### config.mk
export PLATFORM = sky130hd
export DESIGN_NAME = two_level_event_controller
export DESIGN_NICKNAME = d
export VERILOG_FILES = /design/src/evt_ctrl_pkg.sv /design/src/two_level_event_controller.sv
export SDC_FILE = /design/constraint.sdc
export NUM_CORES = 1
export LEC_CHECK = 0
export BUFFER_PORTS_ARGS = -buffer_cell sky130_fd_sc_hd__buf_2
export CORE_MARGIN = 3
export CORE_UTILIZATION = 40
export CTS_CLUSTER_SIZE = 16
export DETAILED_ROUTE_END_ITERATION = 10
export GPL_TIMING_DRIVEN = 0
export HOLD_SLACK_MARGIN = 0.12
export PLACE_DENSITY = 0.65
export SLEW_MARGIN = 20
export SYNTH_ARGS = -nofsm -noshare
export SYNTH_HDL_FRONTEND = slang
export SYNTH_SLANG_ARGS = --single-unit
### constraint.sdc
create_clock -name i_clk -period 4 [get_ports i_clk]
set_clock_uncertainty 0.05 [all_clocks]
set_input_delay 0.6 -clock i_clk [delete_from_list [all_inputs] [get_ports i_clk]]
set_output_delay 0.6 -clock i_clk [all_outputs]
set_load 0.05 [all_outputs]
### src/evt_ctrl_pkg.sv
// Purpose: Shared constants and types for the two-level event controller
// Assumes: 32-bit register port, byte addresses on word boundaries
// Notes:   Peripheral stage holds two 32-bit words per register kind
`default_nettype none
package evt_ctrl_pkg;
    localparam int          LVL_W      = 16;        // Core event levels
    localparam int          PER_W      = 64;        // Peripheral sources, two words
    localparam int          ADDR_W     = 8;
    localparam int          DATA_W     = 32;
    localparam int          IRQ_W      = 3;
    // Register byte addresses
    localparam logic [7:0]  A_LATCH    = 8'h00;
    localparam logic [7:0]  A_MASK     = 8'h04;
    localparam logic [7:0]  A_PEND     = 8'h08;
    localparam logic [7:0]  A_GLOBAL   = 8'h0c;
    localparam logic [7:0]  A_PMASK0   = 8'h10;
    localparam logic [7:0]  A_PMASK1   = 8'h14;
    localparam logic [7:0]  A_PSTAT0   = 8'h18;
    localparam logic [7:0]  A_PSTAT1   = 8'h1c;
    localparam logic [7:0]  A_PWAKE0   = 8'h20;
    localparam logic [7:0]  A_PWAKE1   = 8'h24;
    localparam logic [7:0]  A_ISTAT    = 8'h28;
    localparam logic [7:0]  A_ICLR     = 8'h2c;
    localparam logic [7:0]  A_IEN      = 8'h30;
    // Reset values
    localparam logic [15:0] RST_MASK   = 16'h0000;
    localparam logic [31:0] RST_PMASK  = 32'h0000_0000;
    localparam logic [31:0] RST_PWAKE  = 32'h0000_0000;
    localparam logic        RST_GIE    = 1'b0;
    // Levels below this one ignore the global enable
    localparam logic [15:0] NON_GP     = 16'h007f;
    localparam int          GP_FIRST   = 7;
    localparam int          PER_GRP    = 8;         // Sources per core level
    // Interrupt status bit positions
    localparam int          IB_ACCEPT  = 0;
    localparam int          IB_WAKE    = 1;
    localparam int          IB_DENIED  = 2;
    // Register port request
    typedef struct packed {
        logic [ADDR_W-1:0] addr;
        logic [DATA_W-1:0] wdata;
        logic              wr;
        logic              rd;
    } bus_req_t;
endpackage : evt_ctrl_pkg
`default_nettype wire

### src/two_level_event_controller.sv
// Purpose: Core event latch/mask/pending stage plus peripheral mask/status/wakeup stage
// Assumes: All inputs synchronous to i_clk; supervisor flag comes from the core
// Notes:   Peripheral source n feeds core level 7 + n/8
//
// Operation
// - Latch, mask and pending registers, sixteen bits, one per level.
// - Rising edge on an event input sets its latch bit; detection takes two clocks.
// - Latch bit clears when the matching pending bit sets.
// - After pending sets, the next rising edge on that input is latched again.
// - Pending follows an input edge by at least three clocks.
// - Hardware updates latch; software writes a latch bit only while its mask bit is zero.
// - Mask bit one: event is serviced when asserted.
// - Mask bit zero: event not serviced, though it may stay latched.
// - Mask register readable and writable only in supervisor mode.
// - Global enable and disable instructions gate all general-purpose levels.
// - One pending bit per level, set while active or nested.
// - Pending kept by hardware only; readable only in supervisor mode.
// - Peripheral mask, status and wakeup registers, two 32-bit words each.
// - Peripheral mask one forwards the source; zero blocks it.
// - Peripheral status bit reads one while that source asserts.
// - Enabled wakeup source asserting while core idles wakes the processor.
// - Simultaneous or repeated pulses on a shared level are tolerated.
// - Peripheral stage watches pending as the acknowledgement.
//
// The plain strobed port and the address map are this design's own decisions.
`default_nettype none
module two_level_event_controller
    import evt_ctrl_pkg::*;
(
    // Clock and reset
    input  wire logic                          i_clk,
    input  wire logic                          i_arst_n,
    // Register port
    input  wire evt_ctrl_pkg::bus_req_t        i_bus,
    output logic [evt_ctrl_pkg::DATA_W-1:0]    o_rdata,
    // Core side
    input  wire logic                          i_supervisor,
    input  wire logic                          i_gie_set,
    input  wire logic                          i_gie_clr,
    input  wire logic                          i_core_ready,
    input  wire logic                          i_ret,
    input  wire logic [3:0]                    i_ret_level,
    input  wire logic                          i_idle,
    output logic [evt_ctrl_pkg::LVL_W-1:0]     o_pending,
    output logic                               o_accept,
    output logic [3:0]                         o_accept_level,
    output logic                               o_wake,
    // Event sources
    input  wire logic [evt_ctrl_pkg::LVL_W-1:0] i_core_evt,
    input  wire logic [evt_ctrl_pkg::PER_W-1:0] i_periph_irq,
    // Interrupt
    output logic                               o_irq
);
    import evt_ctrl_pkg::*;

    // Index of the lowest set bit, 16 when none is set
    function automatic logic [4:0] first_set(input logic [LVL_W-1:0] v);
        logic [4:0] r;
        r = 5'h10;
        for (int i = LVL_W - 1; i >= 0; i--) begin
            if (v[i]) begin
                r = 5'(i);
            end
        end
        return r;
    endfunction : first_set

    logic [LVL_W-1:0]  latch_q, mask_q, pend_q;
    logic [LVL_W-1:0]  evt_q1, evt_q2;
    logic [PER_W-1:0]  pmask_q, pwake_q, pstat_q;
    logic              gie_q;
    logic [IRQ_W-1:0]  istat_q, ien_q;
    logic [LVL_W-1:0]  evt_in, rise_w, cand, accept_oh, ret_oh;
    logic [4:0]        lvl, floor_lvl;
    logic              take, wr_ok_mask, denied, wake_ev;
    logic [IRQ_W-1:0]  ievt;

    // Shared peripheral groups are ORed onto their level, pulses merge here
    always_comb begin
        evt_in = i_core_evt;
        for (int k = 0; k < PER_W / PER_GRP; k++) begin
            evt_in[GP_FIRST + k] = i_core_evt[GP_FIRST + k]
                | (|(i_periph_irq[k*PER_GRP +: PER_GRP] & pmask_q[k*PER_GRP +: PER_GRP]));
        end
    end

    // Two-stage edge detector on the merged inputs
    always_ff @(posedge i_clk or negedge i_arst_n) begin
        if (!i_arst_n) begin
            evt_q1 <= '0;
            evt_q2 <= '0;
        end else begin
            evt_q1 <= evt_in;
            evt_q2 <= evt_q1;
        end
    end
    assign rise_w = evt_q1 & ~evt_q2;

    // Acceptance: lowest level, above every active level, masked and gated
    always_comb begin
        cand      = latch_q & mask_q & ~pend_q & (gie_q ? {LVL_W{1'b1}} : NON_GP);
        lvl       = first_set(cand);
        floor_lvl = first_set(pend_q);
        take      = i_core_ready && (lvl < floor_lvl);
        accept_oh = take ? (LVL_W'(1) << lvl[3:0]) : '0;
        ret_oh    = i_ret ? (LVL_W'(1) << i_ret_level) : '0;
    end

    // Software access to the mask and pending registers is gated by supervisor mode
    assign wr_ok_mask = i_supervisor;
    assign denied = (i_bus.wr || i_bus.rd) && !i_supervisor
                    && (i_bus.addr == A_MASK || i_bus.addr == A_PEND);

    // Latch: new edges win over the clear made by acceptance
    always_ff @(posedge i_clk or negedge i_arst_n) begin
        if (!i_arst_n) begin
            latch_q <= '0;
        end else begin
            if (i_bus.wr && i_bus.addr == A_LATCH) begin
                latch_q <= (((latch_q & ~accept_oh) & mask_q)
                           | (i_bus.wdata[LVL_W-1:0] & ~mask_q)) | rise_w;
            end else begin
                latch_q <= (latch_q & ~accept_oh) | rise_w;
            end
        end
    end

    // Mask register, written only in supervisor mode
    always_ff @(posedge i_clk or negedge i_arst_n) begin
        if (!i_arst_n) begin
            mask_q <= RST_MASK;
        end else if (i_bus.wr && i_bus.addr == A_MASK && wr_ok_mask) begin
            mask_q <= i_bus.wdata[LVL_W-1:0];
        end
    end

    // Pending: hardware sets on accept, return clears; no software write
    always_ff @(posedge i_clk or negedge i_arst_n) begin
        if (!i_arst_n) begin
            pend_q <= '0;
        end else begin
            pend_q <= (pend_q & ~ret_oh) | accept_oh;
        end
    end

    // Global enable from the two core instructions, or software
    always_ff @(posedge i_clk or negedge i_arst_n) begin
        if (!i_arst_n) begin
            gie_q <= RST_GIE;
        end else if (i_gie_set) begin
            gie_q <= 1'b1;
        end else if (i_gie_clr) begin
            gie_q <= 1'b0;
        end else if (i_bus.wr && i_bus.addr == A_GLOBAL && i_supervisor) begin
            gie_q <= i_bus.wdata[0];
        end
    end

    // Peripheral mask and wakeup words
    always_ff @(posedge i_clk or negedge i_arst_n) begin
        if (!i_arst_n) begin
            pmask_q <= {RST_PMASK, RST_PMASK};
            pwake_q <= {RST_PWAKE, RST_PWAKE};
        end else if (i_bus.wr) begin
            case (i_bus.addr)
                A_PMASK0: pmask_q[31:0]  <= i_bus.wdata;
                A_PMASK1: pmask_q[63:32] <= i_bus.wdata;
                A_PWAKE0: pwake_q[31:0]  <= i_bus.wdata;
                A_PWAKE1: pwake_q[63:32] <= i_bus.wdata;
                default: ;
            endcase
        end
    end

    // Raw source levels, so software can find who shares a level
    always_ff @(posedge i_clk or negedge i_arst_n) begin
        if (!i_arst_n) begin
            pstat_q <= '0;
        end else begin
            pstat_q <= i_periph_irq;
        end
    end

    // Wakeup only matters while idle; mask does not block it
    assign wake_ev = i_idle && (|(i_periph_irq & pwake_q));
    always_ff @(posedge i_clk or negedge i_arst_n) begin
        if (!i_arst_n) begin
            o_wake <= 1'b0;
        end else begin
            o_wake <= wake_ev;
        end
    end

    // Core handshake outputs; pending mirrors acknowledgement to the peripheral stage
    always_ff @(posedge i_clk or negedge i_arst_n) begin
        if (!i_arst_n) begin
            o_accept       <= 1'b0;
            o_accept_level <= 4'h0;
        end else begin
            o_accept       <= take;
            o_accept_level <= lvl[3:0];
        end
    end
    assign o_pending = pend_q;

    // Block interrupt: sticky status, set wins over clear
    assign ievt = {denied, wake_ev, take};
    always_ff @(posedge i_clk or negedge i_arst_n) begin
        if (!i_arst_n) begin
            istat_q <= '0;
            ien_q   <= '0;
            o_irq   <= 1'b0;
        end else begin
            if (i_bus.wr && i_bus.addr == A_ICLR) begin
                istat_q <= (istat_q & ~i_bus.wdata[IRQ_W-1:0]) | ievt;
            end else begin
                istat_q <= istat_q | ievt;
            end
            if (i_bus.wr && i_bus.addr == A_IEN) begin
                ien_q <= i_bus.wdata[IRQ_W-1:0];
            end
            o_irq <= |(istat_q & ien_q);
        end
    end

    // Read data, one cycle after the strobe; unmapped reads return zero
    always_ff @(posedge i_clk or negedge i_arst_n) begin
        if (!i_arst_n) begin
            o_rdata <= '0;
        end else if (i_bus.rd) begin
            case (i_bus.addr)
                A_LATCH:  o_rdata <= {16'h0000, latch_q};
                A_MASK:   o_rdata <= i_supervisor ? {16'h0000, mask_q} : '0;
                A_PEND:   o_rdata <= i_supervisor ? {16'h0000, pend_q} : '0;
                A_GLOBAL: o_rdata <= {31'h0000_0000, gie_q};
                A_PMASK0: o_rdata <= pmask_q[31:0];
                A_PMASK1: o_rdata <= pmask_q[63:32];
                A_PSTAT0: o_rdata <= pstat_q[31:0];
                A_PSTAT1: o_rdata <= pstat_q[63:32];
                A_PWAKE0: o_rdata <= pwake_q[31:0];
                A_PWAKE1: o_rdata <= pwake_q[63:32];
                A_ISTAT:  o_rdata <= {29'h0000_0000, istat_q};
                A_IEN:    o_rdata <= {29'h0000_0000, ien_q};
                default:  o_rdata <= '0;
            endcase
        end else begin
            o_rdata <= '0;
        end
    end
endmodule : two_level_event_controller
`default_nettype wire
==> reports/metrics.yaml <==
sta:
  fmax_mhz: 263
  whs_ps: 142
  hold_viol: 0
  relSlewSlack: 0.239
  rsz0062_at_grt: "no"
  period_share: 0.950
  setup_viol: 0
  min_period_ps: 3800
  fin_ws_ps: 198
  tightest_slew_ps: 1140
  slew_violations: 0
grt:
  grt_max_degree: 103
  gr-usage-all-layers: 0.257
  grt_pass1_vias: 10800
  grt_pass1_wl_mm: 69.2
  antenna_found_initial: 5
  overflow: 0
worst_setup_path:
  critPathMaxFanout: 10
  criticalPathCategory: "reg -> reg"
  endpoint_kind: "flip-flop"
  worst_setup_path_start_kind: "flip-flop"
  arrival_ps: 4140
  cp.required_ps: 4340
logic_synthesis:
  synthDistinctLibCells: 63
  netlist_area_mm2: 0.0134
  synthesis.nets: 1188
  synth_flop_cell: "dfrtp_1"
  synth_seq_cells: 318
  syn_inst: 1051
  synth.avg_cell_area_um2: 12.8
  async_flop_share: 1.00
  ys_seq_area_frac: 0.593
  synth_warnings: 0
  synth_edf_count: 0
routing:
  routed_wl_mm: 46.8
  drt_iter0_drc: 1269
  drc: 0
  drt.antenna.violating_nets: 0
  routed_via_density: 6.22
  wl_met1_mm: 19.7
  maxUsedRoutingLayer: "met5"
  detail_route.wl_per_cell_um: 26.8
  wl_met2_mm: 20.8
  wl_met3_mm: 4.86
  firstDrtPassIters: 6
  via_count: 10900
clock_network:
  clock-sinks: 318
  clockBufferDepth: 3
  cts_buffers: 35
  cts_root_buffer: "clkbuf_16"
  htreeDepth: 2
  cts_tree: "done"
  clk_pin_slew_ps: 60
  cts_setup_buffers: 0
  insertion_delay_ps: 520
job:
  cap_violations: 0
power:
  power_mw: 7.95
  p_leak_nw: 7.48
  power_density_mw_per_mm2: 489
  ir_worst_vdd_uv: 280
final_layout:
  finalNetCount: 1414
  syn2layout_area_growth_pct: 21.1
  fin_util: 0.496
  nFillCells: 3003
  postLayoutCellArea_mm2: 0.0163
  final_layout_size_suffix_gt1_frac: 0.324
floorplanning:
  die_x_um: 189
  rows: 66
  dieArea_mm2: 0.0358
  start_util: 0.409
  dieHeight_um: 189
  core_mm2: 0.0328
  ios: 189
place:
  postPlaceCellArea_mm2: 0.0150
  hpwl_mm: 33.9
  detailedPlace.worstSlack_ps: -216
  gp_congestion: 0.929
  io_buffers: 185
min_path:
  hold_path.class: "in -> reg"
status:
  status: "finished, final reports clean"
## registers in the layout, indices dropped and copies added, names as in the netlist
name,cells
latch_q,16
ien_q,3
o_irq,1
gie_q,1
pwake_q,64
o_accept,1
istat_q,3
mask_q,16
pmask_q,64
evt_q2,16
evt_q1,16
o_rdata,32
pstat_q,64
o_wake,1
o_accept_level,4
o_pending,16
## worst max-delay path: stages (launching register included)
cell and delay, ps:
dfrtp_1 530, clkbuf_4 300, nand4b_1 150, a211oi_1 280
o311ai_1 140, a211oi_2 360, o21ai_0 170, inv_1 230
ha_1 290, a311oi_1 310, o31ai_1 170, clkbuf_2 280
nor3_1 300, o21ai_1 110
## layout make-up
class	count	area, um2	share of cell area
clock inverter	10	144	0.00885
clock buffer	53	1080	0.0667
buffer	50	205	0.0126
inverter	8	30.0	0.00185
antenna	3	7.51	0.000462
sequential	318	7960	0.490
timing repair buffer	189	1030	0.0633
multi-input combinational	675	5240	0.323
tap	442	553	0.0340
## synth_stat cells, drive strengths merged (3+ instances only)
cell,count,area share
mux2,147,0.12
nand2b,8,0.0037
and4b,6,0.0045
inv,8,0.0022
nor3,15,0.0056
or2,6,0.0030
nand4b,8,0.0052
o21ai,57,0.022
a221oi,36,0.024
nor2,39,0.011
a31oi,32,0.015
dfrtp,318,0.59
a211oi,4,0.0022
and3b,7,0.0048
a22o,49,0.032
clkbuf,34,0.0095
nand4,6,0.0028
a21oi,34,0.013
nand3,16,0.0060
nand2,38,0.011
ha,3,0.0028
o31ai,8,0.0045
a22oi,63,0.035
nor2b,17,0.0079
or4,6,0.0037
nand3b,7,0.0039
nor4,11,0.0075
a222oi,24,0.018
or3b,3,0.0021
buf,16,0.0054
## through the flow
stage / instances / TNS [ps]
2_1_floorplan: 1051 / 0
3_3_place_gp: 1678 / -1172800
3_5_place_dp: 1681 / -1510
4_1_cts: 1745 / 0
5_1_grt: 1747 / 0
6_report: 1748 / 0
## logic make-up after synthesis
| logic type | synth area share |
|---|---|
| mux | 0.124 |
| compound gates | 0.177 |
| flops | 0.593 |
| simple gates | 0.0855 |
| fa+ha+maj | 0.00280 |
| buf+inv | 0.0172 |
## power by group
group | internal [mW] | switching, mW | total (mW)
Combinational | 0.338 | 0.650 | 0.987
Clock | 2.07 | 1.32 | 3.39
Sequential | 3.40 | 0.169 | 3.57
## layout by cell type (no fill, tap or decap), drive strengths merged, types with 2 or more instances in the layout
cell type,count
nor2,39
nand3,16
nand2,38
a21o,2
a21oi,34
nand4b,8
clkinv,6
a22oi,63
and2,2
diode,3
buf,204
or3b,3
a22o,49
and3,2
nor3,15
mux2,147
o31ai,8
a31oi,32
or2,6
nor4,11
nand2b,8
nor2b,17
bufinv,3
a222oi,24
nand4,6
ha,3
a211oi,4
a221oi,36
or4,6
and3b,7
dfrtp,318
nand3b,7
inv,9
clkbuf,87
o22ai,2
and4b,6
o21ai,57
## final timing paths
path	start	endpoint	slack, ps	depth (start not counted)
setup / recovery	gie_q	latch_q[11]	200	13
hold reg to reg	evt_q1[5]	evt_q2[5]	320	0
min in group asynchronous	i_arst_n	o_accept_level[1]	540	2
max in group asynchronous	i_arst_n	pmask_q[53]	2140	4
setup reg to reg	gie_q	latch_q[11]	200	13
hold / removal	i_core_evt[1]	evt_q1[1]	140	1
## what timing repair did
item / 4_1_cts / 5_1_grt
endpoints found under the setup margin: 11 / 13
pin swaps: 0 / 1
gates resized for setup: 2 / 6
hold buffers: 1 / 0
endpoints found under the hold margin: 45 / 0
## layer usage
layer	vias to the layer above	global-route usage
met1	5558	0.372
met2	652	0.384
met5	-	0
li1	4566	-
met4	2	0.0839
met3	101	0.0600
(Power assumes the default switching activity.)
